### config.mk
export PLATFORM = sky130hd
export DESIGN_NAME = txi_top
export DESIGN_NICKNAME = d
export VERILOG_FILES = /design/src/design/txi_pkg.sv /design/src/design/txi_top.sv
export SDC_FILE = /design/constraint.sdc
export NUM_CORES = 1
export LEC_CHECK = 0
export BUFFER_PORTS_ARGS = -buffer_cell sky130_fd_sc_hd__buf_2
export CAP_MARGIN = 0
export CORE_ASPECT_RATIO = 0.6
export CORE_UTILIZATION = 50
export DETAILED_ROUTE_END_ITERATION = 8
export PLACE_DENSITY = 0.73
export SETUP_SLACK_MARGIN = 0.02
export SLEW_MARGIN = 30
export SYNTH_ARGS = -nofsm -noshare
export SYNTH_HDL_FRONTEND = slang
export SYNTH_SLANG_ARGS = --single-unit
### constraint.sdc
create_clock -name clk_sys -period 15.4 [get_ports clk_sys]
set_input_delay 3.08 -clock clk_sys [delete_from_list [all_inputs] [get_ports clk_sys]]
set_output_delay 3.08 -clock clk_sys [all_outputs]
set_load 0.05 [all_outputs]
### src/design/txi_pkg.sv
// Constants, register map and state codes of the top-level and external interrupt controller.
// Assumes a single clock domain and pins already synchronous to it.
// Overview of operation
// - Pin or watchdog end-of-count feeds top level
// - Top-level pin edge follows edge select bit
// - Selected top-level event sets top-level pending
// - Maskable top-level needs pending, enable, global enable
// - Set-only lock makes top level unmaskable
// - Top-level service blocks every other request
// - Top level leaves enable, level, hold bits alone
// - Acknowledge clears top pending; software may set
// - Peripheral pending set by trigger, software writable
// - Peripheral request needs mask, pending, global enable
// - Three-bit level, zero highest, seven never served
// - Each channel supplies a vector table pointer
// - Sample every five cycles, acknowledge adds one
// - Abort instruction if unwritten, else finish first
// - External response spans twenty-six to fifty-five
// - Unmaskable top response spans twenty-two to fifty-one
// - Machine cycle eighteen, plus two, plus two
// - Wait-for-interrupt mode adds one wake cycle
// - Global enable cleared on maskable entry, set on maskable return
// - Mode bit picks concurrent or nested arbitration
// - External edge polarity per edge select bit
// - External pending set on edge, cleared on acknowledge
// - External mask bit resets to zero, gates request
// - Pair priority upper bits, channel parity lowest
package txi_pkg;
	// Word indices on the bus
	localparam logic [7:0] ADR_CENTRAL = 8'he6;
	localparam logic [7:0] ADR_EDGE = 8'hf2;
	localparam logic [7:0] ADR_PEND = 8'hf3;
	localparam logic [7:0] ADR_MASK = 8'hf4;
	localparam logic [7:0] ADR_PRIO = 8'hf5;
	localparam logic [7:0] ADR_TOPCFG = 8'hf6;
	localparam logic [7:0] ADR_LOCK = 8'hf7;
	localparam logic [7:0] ADR_PPEND = 8'hf8;
	localparam logic [7:0] ADR_PMASK = 8'hf9;
	localparam logic [7:0] ADR_CORE = 8'hfa;
	localparam logic [7:0] ADR_STAT = 8'hfb;
	// Reset values
	localparam logic [7:0] RST_CENTRAL = 8'h87;
	localparam logic [7:0] RST_EDGE = 8'h00;
	localparam logic [7:0] RST_PEND = 8'h00;
	localparam logic [7:0] RST_MASK = 8'h00;
	localparam logic [7:0] RST_PRIO = 8'hff;
	localparam logic [7:0] RST_TOPCFG = 8'h04;
	localparam logic [7:0] RST_CORE = 8'h00;
	// Field positions
	localparam int B_CNT_EN = 7;
	localparam int B_TLP = 6;
	localparam int B_TLEN = 5;
	localparam int B_GIE = 4;
	localparam int B_MODE = 3;
	localparam int B_TEDGE = 3;
	localparam int B_TSRC = 2;
	localparam int B_LOCK = 7;
	localparam int B_WAIT_MODE = 0;
	localparam int B_CSAVE = 1;
	localparam int B_STKRF = 2;
	localparam logic [2:0] LVL_NONE = 3'h7;
	// Timing in core clock cycles
	localparam int ARB_CYCLES = 5;
	localparam logic [2:0] ARB_LAST = 3'(ARB_CYCLES - 1);
	localparam logic [4:0] MC_BASE = 5'h12;
	localparam logic [4:0] MC_STK = 5'h02;
	localparam logic [4:0] MC_CSEG = 5'h02;
	typedef enum logic [2:0] {
		S_IDLE = 3'b000,
		S_ACK = 3'b001,
		S_WAIT = 3'b010,
		S_WAKE = 3'b011,
		S_MACH = 3'b100
	} txi_state_e;
endpackage : txi_pkg

### src/design/txi_top.sv
// Top-level, external and peripheral interrupt arbitration with its register file.
// Assumes an Avalon-MM master and a core sequencer on clk_sys; pins synchronous.
//
// Register access over Avalon-MM is this design's own decision.
module txi_top #(
	parameter int NP = 4,
	// Arbitrary vector for the top-level channel
	parameter logic [7:0] TOP_VECTOR = 8'h00
)(
	// Clock and reset
	input wire logic clk_sys,
	input wire logic rst,
	// Avalon-MM slave
	input wire logic [7:0] avs_address,
	input wire logic avs_read,
	input wire logic avs_write,
	input wire logic [31:0] avs_writedata,
	output logic [31:0] avs_readdata,
	output logic avs_waitrequest,
	// Request sources
	input wire logic nmi_pin,
	input wire logic wdg_end_of_count,
	input wire logic [7:0] ext_pin,
	input wire logic [NP-1:0] periph_trig,
	input wire logic [NP*3-1:0] periph_level,
	input wire logic [NP*7-1:0] periph_vector,
	// Core sequencer
	input wire logic cpu_no_write,
	input wire logic cpu_instr_done,
	input wire logic cpu_iret,
	input wire logic cpu_ei,
	input wire logic cpu_di,
	output logic cpu_abort,
	output logic isr_start,
	output logic [7:0] isr_vector,
	output logic isr_top,
	output logic top_in_service,
	output logic dma_block,
	output logic global_counter_enable
);
	function automatic logic [2:0] ext_level(input logic [7:0] prio, input logic [2:0] ch);
		ext_level = {prio[{ch[2:1], 1'b1}], prio[{ch[2:1], 1'b0}], ch[0]};
	endfunction : ext_level

	function automatic logic [3:0] hold_pop(input logic [6:0] h);
		hold_pop = 4'h0;
		for (int i = 6; i >= 0; i--)
		begin
			if (h[i])
				hold_pop = {1'b1, 3'(i)};
		end
	endfunction : hold_pop

	txi_pkg::txi_state_e state_q;
	logic ack_q;
	logic wr_en;
	logic [7:0] wdat;
	logic [7:0] rd_mux;
	logic [7:0] edge_select_bits_q;
	logic [7:0] channel_pending_bits_q;
	logic [7:0] mask_flag_q;
	logic [7:0] prio_q;
	logic [7:0] topcfg_q;
	logic [7:0] core_q;
	logic [NP-1:0] pending_flag_q;
	logic [NP-1:0] pmask_q;
	logic top_level_pending_q;
	logic top_level_maskable_enable_q;
	logic global_irq_enable_q;
	logic arbitration_mode_select_q;
	logic [2:0] current_priority_level_q;
	logic top_level_unmaskable_lock_q;
	logic [6:0] hold_q;
	logic top_q;
	logic cnt_en_q;
	logic nmi_s_q;
	logic nmi_p_q;
	logic [7:0] ext_s_q;
	logic [7:0] ext_p_q;
	logic [7:0] ext_evt;
	logic nmi_evt;
	logic top_evt;
	logic top_req;
	logic [2:0] arb_q;
	logic sample;
	logic go;
	logic best_hit;
	logic best_ext;
	logic [2:0] best_idx;
	logic [2:0] best_lvl;
	logic [7:0] best_vec;
	logic win_top_q;
	logic win_ext_q;
	logic [2:0] win_idx_q;
	logic [2:0] win_lvl_q;
	logic [7:0] win_vec_q;
	logic [4:0] mc_q;
	logic [4:0] mc_total;
	logic ack_now;
	logic ack_mask;
	logic ret_mask;
	logic [3:0] pop;
	logic [7:0] clr_ext;
	logic [NP-1:0] clr_per;
	logic [4:0] h_len;

	// Two-cycle bus access: read data registered with the wait cycle
	assign avs_waitrequest = (avs_read | avs_write) & ~ack_q;
	assign wr_en = avs_write & ack_q;
	assign wdat = avs_writedata[7:0];

	always_ff @(posedge clk_sys)
	begin
		if (rst)
			ack_q <= 1'b0;
		else
			ack_q <= (avs_read | avs_write) & ~ack_q;
	end

	always_comb
	begin
		case (avs_address)
			txi_pkg::ADR_CENTRAL: rd_mux = {cnt_en_q, top_level_pending_q, top_level_maskable_enable_q,
				global_irq_enable_q, arbitration_mode_select_q, current_priority_level_q};
			txi_pkg::ADR_EDGE: rd_mux = edge_select_bits_q;
			txi_pkg::ADR_PEND: rd_mux = channel_pending_bits_q;
			txi_pkg::ADR_MASK: rd_mux = mask_flag_q;
			txi_pkg::ADR_PRIO: rd_mux = prio_q;
			txi_pkg::ADR_TOPCFG: rd_mux = topcfg_q;
			txi_pkg::ADR_LOCK: rd_mux = {top_level_unmaskable_lock_q, hold_q};
			txi_pkg::ADR_PPEND: rd_mux = 8'(pending_flag_q);
			txi_pkg::ADR_PMASK: rd_mux = 8'(pmask_q);
			txi_pkg::ADR_CORE: rd_mux = core_q;
			txi_pkg::ADR_STAT: rd_mux = {top_q, state_q != txi_pkg::S_IDLE, win_ext_q, win_idx_q, win_lvl_q[1:0]};
			default: rd_mux = 8'h00;
		endcase
	end

	always_ff @(posedge clk_sys)
	begin
		if (rst)
			avs_readdata <= 32'h0;
		else if (avs_read & ~ack_q)
			avs_readdata <= {24'h0, rd_mux};
	end

	// Plain software configuration
	always_ff @(posedge clk_sys)
	begin
		if (rst)
		begin
			edge_select_bits_q <= txi_pkg::RST_EDGE;
			mask_flag_q <= txi_pkg::RST_MASK;
			prio_q <= txi_pkg::RST_PRIO;
			topcfg_q <= txi_pkg::RST_TOPCFG;
			core_q <= txi_pkg::RST_CORE;
			pmask_q <= '0;
		end
		else if (wr_en)
		begin
			if (avs_address == txi_pkg::ADR_EDGE)
				edge_select_bits_q <= wdat;
			if (avs_address == txi_pkg::ADR_MASK)
				mask_flag_q <= wdat;
			if (avs_address == txi_pkg::ADR_PRIO)
				prio_q <= wdat;
			if (avs_address == txi_pkg::ADR_TOPCFG)
				topcfg_q <= wdat;
			if (avs_address == txi_pkg::ADR_CORE)
				core_q <= wdat;
			if (avs_address == txi_pkg::ADR_PMASK)
				pmask_q <= wdat[NP-1:0];
		end
	end

	// Pin sampling; the previous sample is the comparison point
	always_ff @(posedge clk_sys)
	begin
		if (rst)
		begin
			nmi_s_q <= 1'b0;
			nmi_p_q <= 1'b0;
			ext_s_q <= 8'h00;
			ext_p_q <= 8'h00;
		end
		else
		begin
			nmi_s_q <= nmi_pin;
			nmi_p_q <= nmi_s_q;
			ext_s_q <= ext_pin;
			ext_p_q <= ext_s_q;
		end
	end

	assign ext_evt = (edge_select_bits_q & ext_s_q & ~ext_p_q)
		| (~edge_select_bits_q & ~ext_s_q & ext_p_q);
	assign nmi_evt = topcfg_q[txi_pkg::B_TEDGE] ? (nmi_s_q & ~nmi_p_q) : (~nmi_s_q & nmi_p_q);
	assign top_evt = topcfg_q[txi_pkg::B_TSRC] ? nmi_evt : wdg_end_of_count;

	assign top_req = top_level_pending_q
		& (top_level_unmaskable_lock_q | (top_level_maskable_enable_q & global_irq_enable_q));

	// Arbitration window
	always_ff @(posedge clk_sys)
	begin
		if (rst)
			arb_q <= 3'h0;
		else if (arb_q == txi_pkg::ARB_LAST)
			arb_q <= 3'h0;
		else
			arb_q <= arb_q + 3'h1;
	end

	assign sample = (arb_q == txi_pkg::ARB_LAST);
	// Nothing is arbitrated while the top-level routine runs
	assign go = sample && (state_q == txi_pkg::S_IDLE) && !top_q;

	// Winner must beat the current level strictly, so level 7 never wins
	always_comb
	begin
		logic [2:0] lvl;
		lvl = 3'h0;
		best_lvl = current_priority_level_q;
		best_hit = 1'b0;
		best_ext = 1'b0;
		best_idx = 3'h0;
		best_vec = 8'h00;
		for (int i = 0; i < 8; i++)
		begin
			lvl = ext_level(prio_q, 3'(i));
			if (global_irq_enable_q && channel_pending_bits_q[i] && mask_flag_q[i] && lvl < best_lvl)
			begin
				best_lvl = lvl;
				best_hit = 1'b1;
				best_ext = 1'b1;
				best_idx = 3'(i);
				best_vec = {topcfg_q[7:4], 3'(i), 1'b0};
			end
		end
		for (int j = 0; j < NP; j++)
		begin
			lvl = periph_level[j*3 +: 3];
			if (global_irq_enable_q && pending_flag_q[j] && pmask_q[j] && lvl < best_lvl)
			begin
				best_lvl = lvl;
				best_hit = 1'b1;
				best_ext = 1'b0;
				best_idx = 3'(j);
				best_vec = {1'b0, periph_vector[j*7 +: 7]};
			end
		end
	end

	assign mc_total = txi_pkg::MC_BASE
		+ (core_q[txi_pkg::B_STKRF] ? txi_pkg::MC_STK : 5'h00)
		+ (core_q[txi_pkg::B_CSAVE] ? txi_pkg::MC_CSEG : 5'h00);

	// Response sequence: acknowledge, abort or finish, optional wake, machine cycle
	always_ff @(posedge clk_sys)
	begin
		if (rst)
		begin
			state_q <= txi_pkg::S_IDLE;
			win_top_q <= 1'b0;
			win_ext_q <= 1'b0;
			win_idx_q <= 3'h0;
			win_lvl_q <= txi_pkg::LVL_NONE;
			win_vec_q <= 8'h00;
			mc_q <= 5'h00;
		end
		else
		begin
			unique case (state_q)
				txi_pkg::S_IDLE:
				begin
					if (go && top_req)
					begin
						state_q <= txi_pkg::S_ACK;
						win_top_q <= 1'b1;
						win_vec_q <= TOP_VECTOR;
					end
					else if (go && best_hit)
					begin
						state_q <= txi_pkg::S_ACK;
						win_top_q <= 1'b0;
						win_ext_q <= best_ext;
						win_idx_q <= best_idx;
						win_lvl_q <= best_lvl;
						win_vec_q <= best_vec;
					end
				end
				txi_pkg::S_ACK:
					state_q <= txi_pkg::S_WAIT;
				txi_pkg::S_WAIT:
				begin
					if (cpu_no_write || cpu_instr_done)
					begin
						mc_q <= mc_total - 5'h01;
						state_q <= core_q[txi_pkg::B_WAIT_MODE] ? txi_pkg::S_WAKE : txi_pkg::S_MACH;
					end
				end
				txi_pkg::S_WAKE:
					state_q <= txi_pkg::S_MACH;
				txi_pkg::S_MACH:
				begin
					if (mc_q == 5'h00)
						state_q <= txi_pkg::S_IDLE;
					else
						mc_q <= mc_q - 5'h01;
				end
				default:
					state_q <= txi_pkg::S_IDLE;
			endcase
		end
	end

	// Core handshake outputs
	always_ff @(posedge clk_sys)
	begin
		if (rst)
		begin
			cpu_abort <= 1'b0;
			isr_start <= 1'b0;
			isr_vector <= 8'h00;
			isr_top <= 1'b0;
		end
		else
		begin
			cpu_abort <= (state_q == txi_pkg::S_WAIT) && cpu_no_write;
			isr_start <= (state_q == txi_pkg::S_MACH) && (mc_q == 5'h00);
			if ((state_q == txi_pkg::S_MACH) && (mc_q == 5'h00))
			begin
				isr_vector <= win_vec_q;
				isr_top <= win_top_q;
			end
		end
	end

	assign ack_now = (state_q == txi_pkg::S_ACK);
	assign ack_mask = ack_now && !win_top_q;
	assign ret_mask = cpu_iret && !top_q;
	assign pop = hold_pop(hold_q);
	assign clr_ext = (ack_mask && win_ext_q) ? (8'h01 << win_idx_q) : 8'h00;
	assign clr_per = (ack_mask && !win_ext_q) ? (NP'(1) << win_idx_q) : '0;

	// Pending bits: a new edge wins over acknowledge or software clear
	always_ff @(posedge clk_sys)
	begin
		if (rst)
			channel_pending_bits_q <= txi_pkg::RST_PEND;
		else if (wr_en && avs_address == txi_pkg::ADR_PEND)
			channel_pending_bits_q <= (wdat & ~clr_ext) | ext_evt;
		else
			channel_pending_bits_q <= (channel_pending_bits_q & ~clr_ext) | ext_evt;
	end

	always_ff @(posedge clk_sys)
	begin
		if (rst)
			pending_flag_q <= '0;
		else if (wr_en && avs_address == txi_pkg::ADR_PPEND)
			pending_flag_q <= (wdat[NP-1:0] & ~clr_per) | periph_trig;
		else
			pending_flag_q <= (pending_flag_q & ~clr_per) | periph_trig;
	end

	// Central control; core events follow software writes in the same cycle
	always_ff @(posedge clk_sys)
	begin
		if (rst)
		begin
			cnt_en_q <= txi_pkg::RST_CENTRAL[txi_pkg::B_CNT_EN];
			top_level_pending_q <= txi_pkg::RST_CENTRAL[txi_pkg::B_TLP];
			top_level_maskable_enable_q <= txi_pkg::RST_CENTRAL[txi_pkg::B_TLEN];
			global_irq_enable_q <= txi_pkg::RST_CENTRAL[txi_pkg::B_GIE];
			arbitration_mode_select_q <= txi_pkg::RST_CENTRAL[txi_pkg::B_MODE];
			current_priority_level_q <= txi_pkg::RST_CENTRAL[2:0];
		end
		else
		begin
			if (wr_en && avs_address == txi_pkg::ADR_CENTRAL)
			begin
				cnt_en_q <= wdat[txi_pkg::B_CNT_EN];
				top_level_maskable_enable_q <= wdat[txi_pkg::B_TLEN];
				arbitration_mode_select_q <= wdat[txi_pkg::B_MODE];
				top_level_pending_q <= (wdat[txi_pkg::B_TLP] & ~(ack_now & win_top_q)) | top_evt;
			end
			else
				top_level_pending_q <= (top_level_pending_q & ~(ack_now & win_top_q)) | top_evt;
			if (cpu_di)
				global_irq_enable_q <= 1'b0;
			else if (cpu_ei || ret_mask)
				global_irq_enable_q <= 1'b1;
			else if (ack_mask)
				global_irq_enable_q <= 1'b0;
			else if (wr_en && avs_address == txi_pkg::ADR_CENTRAL)
				global_irq_enable_q <= wdat[txi_pkg::B_GIE];
			if (ack_mask && arbitration_mode_select_q)
				current_priority_level_q <= win_lvl_q;
			else if (ret_mask && arbitration_mode_select_q)
				current_priority_level_q <= pop[3] ? pop[2:0] : txi_pkg::LVL_NONE;
			else if (wr_en && avs_address == txi_pkg::ADR_CENTRAL)
				current_priority_level_q <= wdat[2:0];
		end
	end

	// Nested hold levels and the set-only lock
	always_ff @(posedge clk_sys)
	begin
		if (rst)
		begin
			hold_q <= 7'h00;
			top_level_unmaskable_lock_q <= 1'b0;
		end
		else
		begin
			if (wr_en && avs_address == txi_pkg::ADR_LOCK && wdat[txi_pkg::B_LOCK])
				top_level_unmaskable_lock_q <= 1'b1;
			if (ack_mask && arbitration_mode_select_q && current_priority_level_q != txi_pkg::LVL_NONE)
				hold_q[current_priority_level_q] <= 1'b1;
			else if (ret_mask && arbitration_mode_select_q && pop[3])
				hold_q[pop[2:0]] <= 1'b0;
		end
	end

	// Top-level service window, entered at acknowledge
	always_ff @(posedge clk_sys)
	begin
		if (rst)
			top_q <= 1'b0;
		else if (ack_now && win_top_q)
			top_q <= 1'b1;
		else if (cpu_iret)
			top_q <= 1'b0;
	end

	assign top_in_service = top_q;
	assign dma_block = top_q;
	assign global_counter_enable = cnt_en_q;

	// Cycles spent in the machine cycle, for checking only
	always_ff @(posedge clk_sys)
	begin
		if (rst)
			h_len <= 5'h00;
		else if (state_q == txi_pkg::S_MACH)
			h_len <= h_len + 5'h01;
		else
			h_len <= 5'h00;
	end
endmodule : txi_top
==> impl_results.md, run 1 <==
- Tot GR Track Use: between 20% and 30%
- Hold Path Class: flop to flop
- #FFs+latches synth: around 140
- Placer Congestion: approximately 0.96
- # rows: 35
- CP peak stage delay: ~640 ps
- Slew HR: 31.6%
- Via-to-Cell Ratio: 6.03
- Die W: 165 um
- Antenna violations before repair: 0
- Critical path's slowest cell: a31oi_2
- WL per Instance: approximately 18 um
- Die area: 0.0165 mm2
- Final Instance Area: about 0.0091 mm2
- CP dominant cell by count: ha_1
- Largest net degree at the start of global routing: between 70 and 80
- Vias: ~7500
- Synth Instances: ~960
- Clock Sinks: about 140
- Main synth FF type: dfxtp_1
- Fin Setup TNS: 0 ps
- Yosys top cell by area: dfxtp_1
- Initial core utilization: 51.5%
- WP data required: about 16000 ps
- Worst setup EP type: flop
- Max-capacitance violation count: 0
- Total power: 0.000906 W
- Critical Path AT: ~13000 ps
- Fin. Hold Viols: 0
- Total Wirelength: between 20 and 25 mm
- Final min period: 12340 ps
- Dpl hpwl: about 17 mm
- CTS root buf: clkbuf_16
- Drt first pass iters: 6
- Final worst setup slack: 3060 ps
- Fill cell count: 1385
- Outcome: finished, final reports clean
- Total grt overflow: 0
- Worst-skew pair later-pin latency: 430 ps
- Synth unique cells: 88
- Most frequent cells in the layout: 139 x nor2_1, 138 x dfxtp_1, 100 x buf_2
- LEAKAGE: 3.82 nW
- Vias in the first global route: 6903
- VDD IR max: 91.3 uV
- Antenna fix cells: 0
- Commonest non-fill, non-tap cell in the layout: nor2_1
- Layout cells sized above 1: between 10% and 20%
- Post-route insts no fill: around 1200
- Post-route ant nets: 0
- Post-route clock period utilization: 80.1%
- First-pass GRT wire length: roughly 36 mm
- Number of I/O pins: 150
- Multi-input gate area: approximately 0.0048 mm2
- Fin. max-slew vios: 0
- Final setup violation count: 0
- Max frequency: 0.0810 GHz
- Post-synth EDFFs: 0
- Clock Path Buffers: 2
- Clock H-tree levels: 4
- Post-CTS sizing: 0
- Cell Area, Placed: 0.00845 mm2
- Mapped cell area: roughly 0.0080 mm2
- First DRT Iteration DRCs: about 1000
- Synth-to-Final Area Change: 14.8%
- Clock-pin slew on the worst setup and hold paths: 60 ps
- Critical path class: flop to flop
- Hold-fix buffers at CTS: 0
- # Post-CTS Setup Buffers: 0
- Yosys warns: 0
- Inst Count DP: 1214
- TritonCTS Buffers: 17
- FFs w/ async S/R, synth: 0%
- Fin nets: 1152
- Synth top area share: 34.7%
- Maximum fanout along the worst path: 18
- Measured slew at the worst slew-check pin: ~1000 ps
- Setup Skew: between 10 and 15 ps
- Avg Inst Size Synth: 8.32 um2
- CTS tree: yes
- RSZ-0062 raised after global routing: no
- Post-place setup slack: about 3300 ps
- DRC violations left: 0
- Core area: 0.0155 mm2
- Port Buffers: about 100
- Top post-synthesis cells by area: dfxtp_1 35%, mux2i_1 7.8%, nor2_1 6.6%, nand2_1 4.2%, a21oi_1 3.2%
- Power Density: 99.1 mW/mm2
- DIE HEIGHT: around 100 um
- Storage element area: approximately 0.0028 mm2
- Startpoint Class: flop
- Post-synthesis sequential area ratio: 34.7%
==> registers in the layout, indices dropped and copies added (netlist names), 7 cells and up <==
register / cells
hold_q: 7
prio_q: 8
channel_pending_bits_q: 8
edge_select_bits_q: 8
isr_vector: 8
topcfg_q: 8
avs_readdata: 8
win_vec_q: 8
ext_s_q: 8
ext_p_q: 8
core_q: 8
mask_flag_q: 8
==> worst max-delay path, delay by kind of cell, from the launching register on <==
kind | cells | cell delay (ps)
compound gates | 24 | 5920
fa+ha+maj | 7 | 1780
buf+inv | 2 | 300
flops | 1 | 560
mux | 1 | 260
simple gates | 17 | 3370
==> metal layers <==
metal	wire length [um]	vias to the layer above	global-route usage, %
met5	0	-	0
met4	423	0	8.96
met3	2310	36	5.91
met2	9090	381	39.7
met1	11100	3531	43.6
li1	-	3571	-
==> cells by family (layout without fill, tap and decap cells) <==
group | after synthesis | after routing | synth area share (%)
other | 1 | 24 | 0.0471
adders and majority gates | 20 | 20 | 3.11
xor gates and xnor gates | 1 | 1 | 0.110
DFF | 138 | 138 | 34.7
and+or+nand+nor | 404 | 404 | 24.8
AOI/OAI and AO/OA | 221 | 221 | 20.2
muxes | 79 | 79 | 11.0
buffers and inverters | 94 | 156 | 6.02
==> Yosys cell counts, drive strengths merged (9+ instances only) <==
master and number:
buf 38, a31oi 12, a222oi 9, a22oi 14
and3 9, nand3 27, dfxtp 138, mux2i 63
mux2 11, nand2b 16, a21o 9, o21ai 30
nor3 23, clkbuf 40, a21oi 53, ha 19
nand2 89, nor2b 38, a211oi 14, a211o 16
nor2 140, nand4 9, inv 16
==> metrics by stage <==
stage / utilization (%) / hold WS, ps
global route: 59.1 / 481
CTS: 59.1 / 462
global placement: 54.6 / 438
detailed placement: 54.6 / 449
floorplan: - / 422
finish: 59.1 / 464
==> report_power, final <==
part / switching, W / internal, W / total, W
clock: 0.000160 / 0.000317 / 0.000477
combinational: 0.0000420 / 0.0000187 / 0.0000607
sequential: 0.00000578 / 0.000362 / 0.000368
total: 0.000208 / 0.000698 / 0.000906
==> final cells by class <==
type                            count  share of cell area [%]
Clock buffer                       21                    5.15
Tap cell                          203                    2.78
Multi-Input combinational cell    749                    52.7
Timing Repair Buffer              108                    6.13
Clock inverter                     11                    2.35
Sequential cell                   138                    30.2
Inverter                           16                   0.657
==> path summary, 6_finish.rpt <==
kind	start	end	slack, ps	depth (start not counted)
min reg2reg	win_vec_q[4]$_SDFFE_PP0P_	win_vec_q[4]$_SDFFE_PP0P_	460	1
max	current_priority_level_q[2]$_SDFFE_PP1P_	win_idx_q[0]$_SDFFE_PP0P_	3060	51
min	win_vec_q[4]$_SDFFE_PP0P_	win_vec_q[4]$_SDFFE_PP0P_	460	1
max reg2reg	current_priority_level_q[2]$_SDFFE_PP1P_	win_idx_q[0]$_SDFFE_PP0P_	3060	51
Power figures use the tool's default switching activity.
==> run 2: changes to the inputs <==
==> constraint.sdc (replaced) <==
create_clock -name clk_sys -period 12.4 [get_ports clk_sys]
set_input_delay 2.48 -clock clk_sys [delete_from_list [all_inputs] [get_ports clk_sys]]
set_output_delay 2.48 -clock clk_sys [all_outputs]
set_load 0.05 [all_outputs]
==> impl_results.md, run 2 (synthesis gave the netlist of run 1 again) <==
- Die W: around 160 um
- Post-route ant nets: 0
- Largest net degree at the start of global routing: around 80
- Dpl hpwl: 16.8 mm
- CP peak stage delay: between 400 and 500 ps
- CP dominant cell by count: ha_1
- Maximum fanout along the worst path: 15
- # rows: 35
- VDD IR max: about 97 uV
- Initial core utilization: ~50%
- Fin nets: approximately 1200
- Worst-skew pair later-pin latency: 420 ps
- Setup Skew: approximately 10 ps
- Critical path class: flop to flop
- Antenna fix cells: 0
- Final worst setup slack: around 900 ps
- Final setup violation count: 0
- Startpoint Class: flop
- Hold-fix buffers at CTS: 0
- DRC violations left: 0
- Clock-pin slew on the worst setup and hold paths: 60 ps
- Critical path's slowest cell: dfxtp_2
- Clock H-tree levels: 4
- DIE HEIGHT: 99.8 um
- Post-place setup slack: 673 ps
- RSZ-0062 raised after global routing: no
- Hold Slack: 450 ps
- Total Wirelength: ~23 mm
- LEAKAGE: between 3 and 4 nW
- Layout cells sized above 1: a little under a fifth
- Port Buffers: between 100 and 150
- Number of I/O pins: 150
- WP buf/inv: 4
- Antenna violations before repair: 0
- CTS tree: yes
- Critical Path AT: approximately 12000 ps
- Post-route clock period utilization: 92.5%
- Max-capacitance violation count: 0
- Power Density: roughly 110 mW/mm2
- WP data required: approximately 13000 ps
- Max frequency: approximately 0.087 GHz
- Drt first pass iters: 5
- Vias: between 7000 and 8000
- Die area: 0.0165 mm2
- Measured slew at the worst slew-check pin: between 800 and 900 ps
- Tot GR Track Use: ~28%
- Fin. max-slew vios: 0
- First DRT Iteration DRCs: 985
- Fin Setup TNS: 0 ps
- First-pass GRT wire length: roughly 36 mm
- Vias in the first global route: approximately 6600
- Synth-to-Final Area Change: 14.1%
- Outcome: finished, final reports clean
- WL per Instance: ~18 um
- Hold Path Class: flop to flop
- Slew HR: a little over two fifths
- Via-to-Cell Ratio: about 6
- Clock Sinks: 138
- R2R setup slack: 930 ps
- Fin. Hold Viols: 0
- TritonCTS Buffers: 17
- Final Util: about three fifths
- CP delay by family, top: compound AO/OA/AOI/OAI gates
- Worst setup EP type: flop
- Clock Path Buffers: 2
- CTS root buf: clkbuf_16
- Placer Congestion: ~0.94
- Total grt overflow: 0
- Core area: approximately 0.015 mm2
- Final min period: ~11000 ps
- Most frequent cells in the layout: 137 x dfxtp_1, 136 x nor2_1, 100 x buf_2
- Commonest non-fill, non-tap cell in the layout: dfxtp_1
==> run 2: per-layer routing <==
metal	part of all wire [%]	up-vias	global-route usage, %
li1	-	3588	-
met1	48	3541	44.2
met2	40	373	38.4
met3	11	18	6.20
met4	0.69	0	6.63
met5	0	-	0
==> run 2: power by group <==
group	total (W)	switching, W	internal [W]
combinational	0.0000747	0.0000516	0.0000232
clock	0.000470	0.000186	0.000284
sequential	0.000458	0.00000759	0.000450
==> run 2: cell type report <==
cell class                      count  area [um2]
Tap cell                          203         254
Timing Repair Buffer              113         598
Clock inverter                      9        72.6
Sequential cell                   138        2760
Multi-Input combinational cell    749        4870
Fill cell                        1413        6370
Clock buffer                       23         468
Inverter                           16        60.1
==> run 2: timing repair <==
action | 4_1_cts | 5_1_grt
gates resized for setup | 0 | 15
setup buffers | 0 | 2
setup endpoints to repair | 0 | 17
endpoints found under the hold margin | 0 | 0
==> run 2: path summary, 6_finish.rpt <==
check                                                         startpoint                         to  cells after the start
worst max register to register  current_priority_level_q[2]$_SDFFE_PP1P_  win_lvl_q[0]$_SDFFE_PP1P_                     51
worst max-delay path            current_priority_level_q[2]$_SDFFE_PP1P_  win_lvl_q[0]$_SDFFE_PP1P_                     51
worst min register to register                 win_vec_q[4]$_SDFFE_PP0P_  win_vec_q[4]$_SDFFE_PP0P_                      1
worst min-delay path                           win_vec_q[4]$_SDFFE_PP0P_  win_vec_q[4]$_SDFFE_PP0P_                      1
==> run 2: through the flow <==
stage | std cells | instance area [um2] | power, W
2_1_floorplan | 981 | 8050 | 0.000519
3_3_place_gp | 1217 | 8470 | 0.000539
3_5_place_dp | 1217 | 8470 | 0.000540
4_1_cts | 1249 | 9010 | 0.00100
5_1_grt | 1251 | 9090 | 0.00103
6_report | 1251 | 9090 | 0.00100
